### src/design/amp_regs_defs.svh
`ifndef AMP_REGS_DEFS_SVH
`define AMP_REGS_DEFS_SVH

// register indices (byte address = 4 * index)
`define IDX_PAGE_SELECT 8'h00
`define IDX_SOFTWARE_RESET_CTL 8'h01
`define IDX_BLOCK_POWER_CTL_A 8'h04
`define IDX_BLOCK_POWER_CTL_B 8'h05
`define IDX_GAIN_AND_SLEW_CTL 8'h06
`define IDX_FAULT_STATUS 8'h10
`define IDX_FAULT_MASK 8'h11
`define IDX_PAGED_WINDOW 8'h20

// field positions
`define BIT_SW_RESET 0
`define BIT_PROCESSOR_POWER_ON 7
`define BIT_MODULATOR_ADC_POWER_ON 3
`define BIT_POWER_FAULT_FLAG 0
`define BIT_OUTPUT_STAGE_POWER_ON 7
`define BIT_BOOST_CONVERTER_POWER_ON 5
`define BIT_CURRENT_SENSE_POWER_ON 1
`define BIT_VOLTAGE_SENSE_POWER_ON 0
`define GAIN_MSB 6
`define GAIN_LSB 3
`define EDGE_MSB 2
`define EDGE_LSB 0
`define BIT_CAUSE_BROWNOUT 0
`define BIT_CAUSE_CLOCK_HALT 1

// reset values
`define RST_PAGE 8'h00
`define RST_REG8 8'h00
`define RST_CAUSE 2'h0

// software reset pulse length in cycles
`define SW_RESET_CYCLES 4'h4

`endif

### src/design/amp_regs_pkg.sv
package amp_regs_pkg;
    typedef logic [7:0] reg8_type;
    typedef logic [1:0] cause_type;
    typedef enum logic [1:0] {SEL_NONE, SEL_A, SEL_B, SEL_C} unused_sel_type;
    typedef enum {BUS_IDLE, BUS_DATA} bus_state_type;
endpackage

### src/design/amp_power_gain_control_regs.sv
// Contract
// the page selector chooses which page the next paged access addresses.
// writing one to the reset bit starts a self-clearing software reset; zero does nothing.
// power bits 7..3 of control a enable processor, pll, n divider, modulator dac and adc.
// brownout or clock halt sets the fault flag and powers several blocks down.
// software clears the fault flag before powering the device back up.
// the cause of a fault is recorded in the interrupt status register.
// control b bit 7 enables the output stage and bit 5 the boost converter.
// control b bit 1 enables current sense and bit 0 voltage sense.
// gain bits 6..3 give the dac gain in dB equal to the code, 0 to 15.
// edge bits 2..0 select output transition time 50,40,29,25,14,13,12,11 ns.
// the page selector holds until rewritten or reset to page zero.
`timescale 1ns/1ps
`include "amp_regs_defs.svh"

module amp_power_gain_control_regs
(
    input wire logic hclk,
    input wire logic hresetn,
    input wire logic hsel,
    input wire logic [31:0] haddr,
    input wire logic [1:0] htrans,
    input wire logic hwrite,
    input wire logic [2:0] hsize,
    input wire logic [31:0] hwdata,
    input wire logic hready,
    output logic [31:0] hrdata,
    output logic hreadyout,
    output logic hresp,
    input wire logic brownout_pin,
    input wire logic clock_halt_pin,
    output logic processor_power_on,
    output logic synth_loop_power_on,
    output logic n_divider_power_on,
    output logic modulator_dac_power_on,
    output logic modulator_adc_power_on,
    output logic output_stage_power_on,
    output logic boost_converter_power_on,
    output logic current_sense_power_on,
    output logic voltage_sense_power_on,
    output logic [3:0] dac_gain_db,
    output logic [2:0] edge_rate_code,
    output logic [7:0] active_page,
    output logic [7:0] paged_access_addr,
    output logic paged_access_write,
    output logic paged_access_strobe,
    output logic [7:0] paged_access_wdata,
    output logic soft_reset_active,
    output logic irq
);
    import amp_regs_pkg::*;

    // ========================================
    // input synchronisers
    logic [1:0] bo_sync_reg, bo_sync_next;
    logic [1:0] ch_sync_reg, ch_sync_next;

    always_comb
    begin
        bo_sync_next = {bo_sync_reg[0], brownout_pin};
        ch_sync_next = {ch_sync_reg[0], clock_halt_pin};
    end

    always_ff @(posedge hclk or negedge hresetn)
    begin
        if (!hresetn)
        begin
            bo_sync_reg <= 2'h0;
            ch_sync_reg <= 2'h0;
        end
        else
        begin
            bo_sync_reg <= bo_sync_next;
            ch_sync_reg <= ch_sync_next;
        end
    end

    logic brownout_s, clock_halt_s, fault_event;
    assign brownout_s = bo_sync_reg[1];
    assign clock_halt_s = ch_sync_reg[1];
    assign fault_event = brownout_s | clock_halt_s;

    // ========================================
    // bus address phase capture
    bus_state_type st_reg, st_next;
    logic wr_reg, wr_next;
    logic [7:0] idx_reg, idx_next;
    logic take;
    assign take = hsel & hready & htrans[1];

    always_comb
    begin
        st_next = st_reg;
        wr_next = wr_reg;
        idx_next = idx_reg;
        case (st_reg)
            BUS_IDLE, BUS_DATA:
            begin
                if (take)
                begin
                    st_next = BUS_DATA;
                    wr_next = hwrite;
                    idx_next = haddr[9:2];
                end
                else if (hready)
                begin
                    st_next = BUS_IDLE;
                    wr_next = 1'b0;
                end
            end
            default: st_next = BUS_IDLE;
        endcase
    end

    always_ff @(posedge hclk or negedge hresetn)
    begin
        if (!hresetn)
        begin
            st_reg <= BUS_IDLE;
            wr_reg <= 1'b0;
            idx_reg <= 8'h00;
        end
        else
        begin
            st_reg <= st_next;
            wr_reg <= wr_next;
            idx_reg <= idx_next;
        end
    end

    logic dwrite;
    assign dwrite = (st_reg == BUS_DATA) & wr_reg;

    // ========================================
    // register file
    reg8_type page_reg, page_next;
    reg8_type pwr_a_reg, pwr_a_next;
    reg8_type pwr_b_reg, pwr_b_next;
    reg8_type gain_reg, gain_next;
    cause_type stat_reg, stat_next;
    cause_type mask_reg, mask_next;
    logic [3:0] srst_cnt_reg, srst_cnt_next;
    logic soft_rst;
    assign soft_rst = (srst_cnt_reg != 4'h0);

    always_comb
    begin
        page_next = page_reg;
        pwr_a_next = pwr_a_reg;
        pwr_b_next = pwr_b_reg;
        gain_next = gain_reg;
        stat_next = stat_reg;
        mask_next = mask_reg;
        srst_cnt_next = soft_rst ? srst_cnt_reg - 4'h1 : 4'h0;
        if (dwrite)
        begin
            case (idx_reg)
                `IDX_PAGE_SELECT: page_next = hwdata[7:0];
                `IDX_SOFTWARE_RESET_CTL:
                begin
                    if (hwdata[`BIT_SW_RESET])
                        srst_cnt_next = `SW_RESET_CYCLES;
                end
                `IDX_BLOCK_POWER_CTL_A: pwr_a_next = hwdata[7:0];
                `IDX_BLOCK_POWER_CTL_B: pwr_b_next = hwdata[7:0];
                `IDX_GAIN_AND_SLEW_CTL: gain_next = hwdata[7:0];
                `IDX_FAULT_STATUS: stat_next = stat_reg & ~hwdata[1:0];
                `IDX_FAULT_MASK: mask_next = hwdata[1:0];
                default: ;
            endcase
        end
        // fault wins over a same-cycle clear; blocks dropped, flag kept
        if (fault_event)
        begin
            pwr_a_next = {5'h00, pwr_a_next[2:1], 1'b1};
            pwr_b_next = 8'h00;
        end
        if (brownout_s)
            stat_next[`BIT_CAUSE_BROWNOUT] = 1'b1;
        if (clock_halt_s)
            stat_next[`BIT_CAUSE_CLOCK_HALT] = 1'b1;
        if (soft_rst)
        begin
            page_next = `RST_PAGE;
            pwr_a_next = `RST_REG8;
            pwr_b_next = `RST_REG8;
            gain_next = `RST_REG8;
            stat_next = `RST_CAUSE;
            mask_next = `RST_CAUSE;
        end
    end

    always_ff @(posedge hclk or negedge hresetn)
    begin
        if (!hresetn)
        begin
            page_reg <= `RST_PAGE;
            pwr_a_reg <= `RST_REG8;
            pwr_b_reg <= `RST_REG8;
            gain_reg <= `RST_REG8;
            stat_reg <= `RST_CAUSE;
            mask_reg <= `RST_CAUSE;
            srst_cnt_reg <= 4'h0;
        end
        else
        begin
            page_reg <= page_next;
            pwr_a_reg <= pwr_a_next;
            pwr_b_reg <= pwr_b_next;
            gain_reg <= gain_next;
            stat_reg <= stat_next;
            mask_reg <= mask_next;
            srst_cnt_reg <= srst_cnt_next;
        end
    end

    // ========================================
    // read data, paged window and outputs
    logic [31:0] rdata_next;
    logic [7:0] paddr_next, pwdata_next;
    logic pstrobe_next, pwrite_next, irq_next;

    always_comb
    begin
        rdata_next = 32'h0000_0000;
        // next values, so a read right behind a write already sees it
        if (take & ~hwrite)
        begin
            case (haddr[9:2])
                `IDX_PAGE_SELECT: rdata_next = {24'h000000, page_next};
                `IDX_SOFTWARE_RESET_CTL: rdata_next = 32'h0000_0000;
                `IDX_BLOCK_POWER_CTL_A: rdata_next = {24'h000000, pwr_a_next};
                `IDX_BLOCK_POWER_CTL_B: rdata_next = {24'h000000, pwr_b_next};
                `IDX_GAIN_AND_SLEW_CTL: rdata_next = {24'h000000, gain_next};
                `IDX_FAULT_STATUS: rdata_next = {30'h0, stat_next};
                `IDX_FAULT_MASK: rdata_next = {30'h0, mask_next};
                default: rdata_next = 32'h0000_0000;
            endcase
        end
        // paged window: writes at 0x80+ go out tagged with the page
        pstrobe_next = dwrite & (idx_reg >= `IDX_PAGED_WINDOW);
        pwrite_next = dwrite;
        paddr_next = idx_reg - `IDX_PAGED_WINDOW;
        pwdata_next = hwdata[7:0];
        irq_next = |(stat_next & mask_next);
    end

    always_ff @(posedge hclk or negedge hresetn)
    begin
        if (!hresetn)
        begin
            hrdata <= 32'h0000_0000;
            hreadyout <= 1'b1;
            hresp <= 1'b0;
            paged_access_strobe <= 1'b0;
            paged_access_write <= 1'b0;
            paged_access_addr <= 8'h00;
            paged_access_wdata <= 8'h00;
            irq <= 1'b0;
            processor_power_on <= 1'b0;
            synth_loop_power_on <= 1'b0;
            n_divider_power_on <= 1'b0;
            modulator_dac_power_on <= 1'b0;
            modulator_adc_power_on <= 1'b0;
            output_stage_power_on <= 1'b0;
            boost_converter_power_on <= 1'b0;
            current_sense_power_on <= 1'b0;
            voltage_sense_power_on <= 1'b0;
            dac_gain_db <= 4'h0;
            edge_rate_code <= 3'h0;
            active_page <= 8'h00;
            soft_reset_active <= 1'b0;
        end
        else
        begin
            hrdata <= rdata_next;
            // zero wait, always okay; still from flops like every other output
            hreadyout <= 1'b1;
            hresp <= 1'b0;
            paged_access_strobe <= pstrobe_next;
            paged_access_write <= pwrite_next;
            paged_access_addr <= paddr_next;
            paged_access_wdata <= pwdata_next;
            irq <= irq_next;
            {processor_power_on, synth_loop_power_on, n_divider_power_on,
             modulator_dac_power_on, modulator_adc_power_on} <= pwr_a_next[7:3];
            output_stage_power_on <= pwr_b_next[`BIT_OUTPUT_STAGE_POWER_ON];
            boost_converter_power_on <= pwr_b_next[`BIT_BOOST_CONVERTER_POWER_ON];
            current_sense_power_on <= pwr_b_next[`BIT_CURRENT_SENSE_POWER_ON];
            voltage_sense_power_on <= pwr_b_next[`BIT_VOLTAGE_SENSE_POWER_ON];
            dac_gain_db <= gain_next[`GAIN_MSB:`GAIN_LSB];
            edge_rate_code <= gain_next[`EDGE_MSB:`EDGE_LSB];
            active_page <= page_next;
            soft_reset_active <= (srst_cnt_next != 4'h0);
        end
    end

    // ========================================
    // assertions
    a_fault_sets_flag: assert property (@(posedge hclk) disable iff (!hresetn)
        fault_event && !soft_rst |=> pwr_a_reg[0])
        else $error("fault did not set flag");
    a_fault_powers_down: assert property (@(posedge hclk) disable iff (!hresetn)
        fault_event |=> !processor_power_on && !output_stage_power_on)
        else $error("fault left blocks powered");
    a_cause_recorded: assert property (@(posedge hclk) disable iff (!hresetn)
        brownout_s && !soft_rst |=> stat_reg[0])
        else $error("brownout cause lost");
    a_halt_recorded: assert property (@(posedge hclk) disable iff (!hresetn)
        clock_halt_s && !soft_rst |=> stat_reg[1])
        else $error("clock halt cause lost");
    a_irq_follows: assert property (@(posedge hclk) disable iff (!hresetn)
        (stat_reg & mask_reg) != 2'h0 |-> irq)
        else $error("unmasked cause without interrupt");
    a_reset_self_clears: assert property (@(posedge hclk) disable iff (!hresetn)
        $rose(soft_rst) |-> ##[1:4] !soft_rst)
        else $error("software reset stuck");
    a_reset_zero_noop: assert property (@(posedge hclk) disable iff (!hresetn)
        dwrite && idx_reg == 8'h01 && !hwdata[0] && !soft_rst |=> !soft_rst)
        else $error("zero write started a reset");
    a_reset_clears_page: assert property (@(posedge hclk) disable iff (!hresetn)
        soft_rst |=> page_reg == 8'h00)
        else $error("page not cleared by reset");
    a_page_holds: assert property (@(posedge hclk) disable iff (!hresetn)
        !dwrite && !soft_rst |=> $stable(page_reg))
        else $error("page changed without write");
    a_page_write: assert property (@(posedge hclk) disable iff (!hresetn)
        dwrite && idx_reg == 8'h00 && !soft_rst |=> page_reg == $past(hwdata[7:0]))
        else $error("page write lost");
    a_gain_output: assert property (@(posedge hclk) disable iff (!hresetn)
        dac_gain_db == gain_reg[6:3] && edge_rate_code == gain_reg[2:0])
        else $error("gain or edge output wrong");
    a_power_b_output: assert property (@(posedge hclk) disable iff (!hresetn)
        boost_converter_power_on == pwr_b_reg[5] && current_sense_power_on == pwr_b_reg[1])
        else $error("power b output wrong");
    a_power_a_output: assert property (@(posedge hclk) disable iff (!hresetn)
        synth_loop_power_on == pwr_a_reg[6] && modulator_adc_power_on == pwr_a_reg[3])
        else $error("power a output wrong");

    c_fault: cover property (@(posedge hclk) disable iff (!hresetn) $rose(pwr_a_reg[0]));
    c_soft_reset: cover property (@(posedge hclk) disable iff (!hresetn) $rose(soft_rst));
    c_irq: cover property (@(posedge hclk) disable iff (!hresetn) $rose(irq));
    c_paged: cover property (@(posedge hclk) disable iff (!hresetn) paged_access_strobe);

endmodule // amp_power_gain_control_regs

### config.mk
export PLATFORM = sky130hd
export DESIGN_NAME = amp_power_gain_control_regs
export DESIGN_NICKNAME = d
export VERILOG_FILES = /design/src/design/amp_regs_pkg.sv /design/src/design/amp_power_gain_control_regs.sv
export VERILOG_INCLUDE_DIRS = /design/src /design/src/design
export SDC_FILE = /design/constraint.sdc
export NUM_CORES = 1
export LEC_CHECK = 0
export BUFFER_PORTS_ARGS = -buffer_cell sky130_fd_sc_hd__buf_2
export CAP_MARGIN = 10
export CORE_MARGIN = 2
export CORE_UTILIZATION = 41
export DETAILED_ROUTE_END_ITERATION = 12
export GPL_TIMING_DRIVEN = 0
export PLACE_DENSITY = 0.7
export SYNTH_ARGS = -nofsm -noshare
export SYNTH_HDL_FRONTEND = slang
export SYNTH_SLANG_ARGS = --single-unit
### constraint.sdc
create_clock -name hclk -period 2.74 [get_ports hclk]
set_clock_uncertainty 0.2 [all_clocks]
set_input_delay 0.822 -clock hclk [delete_from_list [all_inputs] [get_ports hclk]]
set_output_delay 0.822 -clock hclk [all_outputs]
set_load 0.01 [all_outputs]
; Word level (Yosys, flattened, before mapping)
; Index checks and enable logic that the tools add are counted.
[classes]
reduce_logical = 10
addsub = 2
eq_ne = 14
magnitude_cmp = 1
n_bitwise = 10
n_mux = 33
[op_table]
columns = cell, count
row1 = $mux 32, 4
row2 = $mux 8, 14
row3 = $eq 8x3->1 const B, 6
row4 = $pmux 8 s6, 1
row5 = $eq 32x1->1 const B, 1
row6 = $eq 32x2->1 const B, 1
row7 = $eq 8x5->1 const B, 4
row8 = $logic_not 32->1, 1
row9 = $logic_not 8->1, 2
row10 = $mux 4, 4
row11 = $mux 2, 6
row12 = $eq 8x1->1 const B, 1
row13 = $ge 8x6->1 const B, 1
row14 = $reduce_bool 4->1, 2
row15 = $sub 8x6->8 const B, 1
row16 = $and 1x1->1, 5
row17 = $and 2x2->2, 2
row18 = $mux 1, 4
row19 = $reduce_and 2->1, 2
row20 = $reduce_or 2->1, 2
row21 = $sub 4x1->4 const B, 1
row22 = $ne 3x3->1 const B, 1
row23 = $not 2->2, 1
row24 = $reduce_bool 2->1, 1
row25 = 2 further kinds, 2
[totals]
out_inout_bits = 78
inputBits = 76
regBits = 153
elab_cells = 100

; Logic depth before layout (Yosys ltp)
; Gate-level depths: netlist (run 1).
[depth]
word_depth = 8
depth_mapped = 6

; Worst setup path after synthesis (run 1)
; Ideal clock, no wire load.
[synth_timing]
path_type = reg-to-reg
start = register idx_reg[7]
end = register hrdata[0]
arrival_time_ps = 2126
synth_period_minus_slack_ps = 2455
t_required_ps = 2411
slack_ps = 285
path_stages_with_launch = 6
setup_ps = 129
path_cell_list = dfrtp_1 > or4b_4 > or4_4 > mux2i_4 > a211oi_1 > o41a_1
[synth_between]
elab_chain_cells = 7
elab_cells_between_ends = 29
cone_classes = eq/ne (5) / mux (23) / reduce/logical (1)
[synth_rtl]
columns = item, line
row1 = start: declaration, amp_power_gain_control_regs.sv:87  ; logic [7:0] idx_reg, idx_next;
row2 = start signal: assignment, amp_power_gain_control_regs.sv:127  ; idx_reg <= idx_next;
row3 = $eq 8x5->1 / $eq 8x3->1 (equally long branches), amp_power_gain_control_regs.sv:157  ; case (idx_reg)
row4 = $mux 2 / $mux 8 (equally long branches), amp_power_gain_control_regs.sv:157
row5 = $mux 2 / $mux 8 (equally long branches), amp_power_gain_control_regs.sv:155  ; if (dwrite)
row6 = $mux 1 / $mux 8 (equally long branches), "amp_power_gain_control_regs.sv:178, amp_power_gain_control_regs.sv:173"
row7 = $mux 2 / $mux 8 (equally long branches), amp_power_gain_control_regs.sv:182  ; if (soft_rst)
row8 = $pmux 8 s6 *, amp_power_gain_control_regs.sv:229  ; case (haddr[9:2])
row9 = $mux 32 *, amp_power_gain_control_regs.sv:227  ; if (take & ~hwrite)
row10 = named net rdata_next[0], amp_power_gain_control_regs.sv:219  ; logic [31:0] rdata_next;
row11 = end signal: assignment, amp_power_gain_control_regs.sv:276  ; hrdata <= rdata_next;
row12 = end: declaration, amp_power_gain_control_regs.sv:27  ; output logic [31:0] hrdata,
; The timed path passes the listed nets; every way through them passes the cells marked *.
; A chain may end at the register's enable or synchronous reset.

; Worst setup path in the final report (run 1)
[layout_timing]
start = input port haddr[7]
end = register hrdata[1]
[layout_between]
elab_chain_cells = 3
elab_cells_between_ends = 8
cone_classes = eq/ne (5) / mux (2) / reduce/logical (1)
[layout_rtl]
columns = item, line
row1 = start: declaration, amp_power_gain_control_regs.sv:21  ; input wire logic [31:0] haddr,
row2 = "$eq 8x5->1, or another cell as far along", amp_power_gain_control_regs.sv:229
row3 = $pmux 8 s6 *, amp_power_gain_control_regs.sv:229
row4 = $mux 32 *, amp_power_gain_control_regs.sv:227
row5 = named net rdata_next[1], amp_power_gain_control_regs.sv:219
; Marks and branches as above.

==> impl_metrics.tcl, run 1 <==
set metrics [dict create \
    grt_max_degree 56 \
    dpl_cell_area_um2 4280 \
    yosysSeqAreaShare_pct 56.2 \
    multi_input_area_um2 1370 \
    grt.total_usage_pct 17.9 \
    clk_latency_ns 0.36 \
    tightestPinTransition_ns 0.807 \
    p_total_mw 2.54 \
    start_kind "input pin" \
    vias 2693 \
    core_area_um2 8680 \
    drtIter0Drc 188 \
    fillers 825 \
    yosysWarnings 0 \
    setup_viol 0 \
    hp-class "reg2reg" \
    min-delay-start "ch_sync_reg[0]$_DFF_PN0_" \
    die_area_um2 9670 \
    drtAntennaViolNets 0 \
    cts.sinks 82 \
    ios 154 \
    cp_slowest_stage_delay_ns 0.42 \
    hold_viol 0 \
    critPathSlowestCell "or3_1" \
    period_share_pct 97.1 \
    initial_core_util_pct 42.1 \
    layout-drive-gt1-share_pct 32.8 \
    critPathKind "in2reg" \
    ys.flop_type "dfrtp_1" \
    cts_hold_buffers 0 \
    grt_pass1_vias 2603 \
    async_flop_share_pct 100 \
    grt_setup_unrepaired "no" \
    fin_crit_ns 2.66 \
    synth_top_area_share_pct 56.2 \
    cp_max_fo 8 \
    fin_tns_setup_ns 0 \
    dpl.hpwl_mm 6.04 \
    status "completed" \
    fin_ws_ns 0.0807 \
    antenna_found_initial 0 \
    fin_util_pct 51.5 \
    ir_drop_mv 0.216 \
    fin_area_um2 4470 \
    num_rows 34 \
    drc 0 \
    grt_pass1_wl_mm 13.4 \
    clkTransAtPathRegs_ns 0.08 \
    cp_data_required_time_ns 2.79 \
    dp_worst_setup_slack_ns -0.227 \
    syn-instance-count 323 \
    h-tree-depth 3 \
    yosysUniqueCellTypes 47 \
    syn_to_final_growth_pct 22.5 \
    startpoint "haddr[7]" \
    timing.max_cap.violations 0 \
    cts_buffer_depth 2 \
    layout.nets 511 \
    maxSlewViolCount 0 \
    synth_area_leaders "dfrtp_1 56%, mux2i_1 9.3%, buf_4 6.8%" \
    die_w_um 98.4 \
    p_per_area_nw_per_um2 568 \
    cp_cell_sequence "buf_2 -> or3_1 -> nor3_1 -> nand3_1 -> or2_2 -> a31oi_1" \
    tritoncts "built" \
    synth_edf_count 0 \
    netlist_area_um2 3650 \
    cts-root-buf "clkbuf_8" \
    diodes 0 \
    cts_made_buffers 9 \
    max_freq_mhz 376 \
    gp_congestion 0.835 \
    final_common_cell "dfrtp_1" \
    wl_per_cell_um 15.5 \
    io_buffers 74 \
    arrival_ns 2.71 \
    overflow 0 \
    first_pass_iters 4 \
    synth-seq-cells 82 \
    wl_mm 8.48 \
    die_h_um 98.4 \
    endpoint_kind "flip-flop" \
    r2r-start "idx_reg[7]$_DFFE_PN0P_" \
    viasPerCell 4.92 \
    max_slew_margin_pct 46.2 \
    syn_avg_cell_area_um2 11.3 \
    leakage_nw 2.42 \
    register_area_um2 2050 \
    final_cell_mix "82 x dfrtp_1, 74 x buf_2, 48 x nor2_1, 36 x buf_4, 34 x mux2i_1" \
    yosys.area.top_type "dfrtp_1" \
]
[critical path, delay by kind of cell]
family                 cells  cell delay (ns)
AO/OA/AOI/OAI              1             0.23
AND/OR/NAND/NOR            4             1.54
buffers and inverters      1             0.11
[report_power, final]
part / switching (mW) / total (mW) / internal (mW)
combinational: 0.253 / 0.407 / 0.154
clock: 0.446 / 0.776 / 0.331
sequential: 0.0571 / 1.35 / 1.30
total: 0.756 / 2.54 / 1.78
[worst paths after layout]
check | end | slack [ns] | depth (start not counted)
max reg2reg | hrdata[1]$_DFF_PN0_ | 0.10 | 5
max in group asynchronous | idx_reg[7]$_DFFE_PN0P_ | 1.58 | 2
min reg2reg | ch_sync_reg[1]$_DFF_PN0_ | 0.15 | 0
max | hrdata[1]$_DFF_PN0_ | 0.08 | 6
min in group asynchronous | bo_sync_reg[0]$_DFF_PN0_ | 0.18 | 1
min | ch_sync_reg[1]$_DFF_PN0_ | 0.15 | 0
[kinds of logic after synthesis]
family	count (synthesis)	share of synthesized area (%)
buf+inv	55	9.08
mux	42	12.1
xor+xnor	2	0.480
compound gates	38	7.44
simple gates	101	14.1
fa+ha+maj	1	0.343
other cells	2	0.206
flops	82	56.2
[metal layers]
metal  wire length [um]  vias to the layer above  global-route usage, %
li1                   -                     1288                      -
met5                  0                        -                      0
met2               4070                       82                   28.8
met1               3790                     1311                   24.1
met3                493                       12                   3.94
met4                130                        0                   6.22
[final cells by class]
cell class	instances	area share, %
Buffer	44	6.49
Clock buffer	10	2.86
Clock inverter	6	0.952
Inverter	10	0.840
Multi-Input combinational cell	210	30.6
Sequential cell	82	45.9
Tap cell	108	3.02
Timing Repair Buffer	77	9.29
[per-stage QoR]
stage	std cells	hold WS [ns]
2_1_floorplan	347	0.131
3_3_place_gp	529	0.137
3_5_place_dp	530	0.136
4_1_cts	545	0.155
5_1_grt	547	0.164
6_report	547	0.151
[synthesized netlist by cell type, drive strengths merged, types with 2 or more instances]
cell type / count
mux2: 7
nand4: 2
o21ai: 5
and4b: 2
nand4b: 5
nor3: 10
xor2: 2
nor2: 48
a21oi: 3
nand3b: 2
nor3b: 2
or3: 2
nor4: 2
nand3: 3
a31oi: 2
o22ai: 11
nand2b: 2
nand2: 9
conb: 2
mux2i: 35
o41ai: 2
or4: 3
nor2b: 2
or2: 4
o21a: 4
inv: 10
dfrtp: 82
clkbuf: 11
buf: 34
o41a: 2
[timing repair]
item | CTS | global route
buffers inserted | 0 | 2
endpoints found under the setup margin | 1 | 4
gates cloned | 0 | 0
pin swaps | 0 | 1
gates resized for setup | 1 | 2
(Power assumes the default switching activity.)
==> run 2: changes to the inputs <==
- CORE_UTILIZATION: 41 -> 45
- PLACE_DENSITY: 0.7 -> 0.76
==> run 2 against run 1 <==
Worst hold slack gained 0.0052 ns. Non-clock buffer count unchanged. Sequential power barely moved. Register-to-register slack improved by 0.02 ns. Clock power rose by 19%. Global-route usage grew 1.7 points. Count of clock-buffer cells in the layout is 2 higher. Critical path type is now reg2reg. Critical endpoint unchanged. Largest cell class unchanged.
==> impl_metrics.tcl, run 2 (synthesis gave the netlist of run 1 again) <==
set metrics [dict create \
    cts-root-buf "clkbuf_8" \
    hold_viol 0 \
    start_kind "flip-flop" \
    cp_data_required_time_ns 2.80 \
    fin_area_um2 4490 \
    grt.total_usage_pct 19.6 \
    critPathKind "reg2reg" \
    die_area_um2 8850 \
    hp-class "reg2reg" \
    r2r_cells 5 \
    viasPerCell 5.08 \
    final_cell_mix "82 x dfrtp_1, 74 x buf_2, 48 x nor2_1, 36 x buf_4, 34 x mux2i_1" \
    drtAntennaViolNets 0 \
    die_h_um 94.1 \
    ir_drop_mv 0.290 \
    fillers 682 \
    final_common_cell "dfrtp_1" \
    highest_layer "met4" \
    hold_depth 0 \
    cp_max_fo 5 \
    grt_pass1_vias 2634 \
    endpoint_kind "flip-flop" \
    io_buffers 74 \
    p_per_area_nw_per_um2 597 \
    cts.sinks 82 \
    p_total_mw 2.68 \
    m1WireLength_mm 3.52 \
    diodes 0 \
    arrival_ns 2.68 \
    timing.max_cap.violations 0 \
    grt_setup_unrepaired "no" \
    reg2reg_slack_ns 0.12 \
    maxSlewViolCount 0 \
    initial_core_util_pct 46.7 \
    ios 154 \
    drc 0 \
    gp_congestion 0.810 \
    fin_crit_ns 2.62 \
    max_slew_margin_pct 48.0 \
    dr_wl_met3_um 588 \
    grt_max_degree 53 \
    wl_per_cell_um 15.4 \
    dpl_cell_area_um2 4270 \
    status "completed" \
    core_area_um2 7810 \
    tritoncts "built" \
    fin_tns_setup_ns 0 \
    syn_to_final_growth_pct 23.1 \
    wl_met2_mm 4.06 \
    drtIter0Drc 198 \
    clkTransAtPathRegs_ns 0.08 \
    wl_mm 8.34 \
    period_share_pct 95.7 \
    cts_buffer_depth 2 \
    num_rows 32 \
    max_freq_mhz 381 \
    layout-drive-gt1-share_pct 32.6 \
    tightestPinTransition_ns 0.780 \
    setup_viol 0 \
    clk_latency_ns 0.36 \
    cts_made_buffers 9 \
    vias 2747 \
    overflow 0 \
    dpl.hpwl_mm 5.83 \
    leakage_nw 2.45 \
    first_pass_iters 5 \
    die_w_um 94.1 \
    antenna_found_initial 0 \
    h-tree-depth 3 \
    grt_pass1_wl_mm 13.1 \
    layout.nets 511 \
]
run 2: per-layer routing:
layer / up-vias / track usage, %
li1: 1292 / -
met1: 1308 / 25.5
met2: 129 / 31.7
met3: 18 / 4.74
met4: 0 / 7.61
met5: - / 0
run 2: where the power goes:
group          total [mW]  switching (mW)  internal (mW)
logic               0.404           0.251          0.152
clock network       0.926           0.432          0.494
registers            1.35          0.0540           1.30
total                2.68           0.738           1.94
run 2: critical path: stages, from the launching register on:
cell and delay, ns:
dfrtp_1 0.43, or4b_4 0.57, or4_4 0.54, mux2i_1 0.18, a221o_1 0.38, a31oi_1 0.23
run 2: timing repair:
item	CTS	global route
buffers inserted	0	2
setup endpoints to repair	1	2
cloned	0	0
resized for setup	0	1
hold buffers	0	0
pin swaps	0	1
run 2: cell type report:
class	count	area, um^2	area share (%)
well taps	102	128	2.84
plain buffers	44	290	6.46
repair buffers	77	415	9.24
flip-flops and latches	82	2050	45.7
clock inverters	4	48.8	1.09
clock buffers	12	165	3.67
multi-input cells	210	1360	30.2
inverters	10	37.5	0.835
run 2: final timing paths:
path                                       endpoint                startpoint
max reg2reg                     hrdata[1]$_DFF_PN0_    idx_reg[7]$_DFFE_PN0P_
min                        ch_sync_reg[1]$_DFF_PN0_  ch_sync_reg[0]$_DFF_PN0_
min reg2reg                ch_sync_reg[1]$_DFF_PN0_  ch_sync_reg[0]$_DFF_PN0_
max in group asynchronous    pwr_a_reg[1]$_DFF_PN0_                   hresetn
min in group asynchronous    idx_reg[2]$_DFFE_PN0P_                   hresetn
max                             hrdata[1]$_DFF_PN0_    idx_reg[7]$_DFFE_PN0P_
run 2: per-stage QoR:
| stage | utilization (%) | worst slack, ns | hold WS, ns | instances |
|---|---|---|---|---|
| finish | 57.6 | 0.118 | 0.157 | 541 |
| global route | 57.6 | 0.0394 | 0.161 | 541 |
| CTS | 57.4 | 0.0485 | 0.159 | 539 |
| detailed placement | 54.7 | -0.149 | 0.140 | 524 |
| global placement | 54.3 | -0.164 | 0.134 | 523 |
| floorplan | - | 0.285 | 0.131 | 347 |
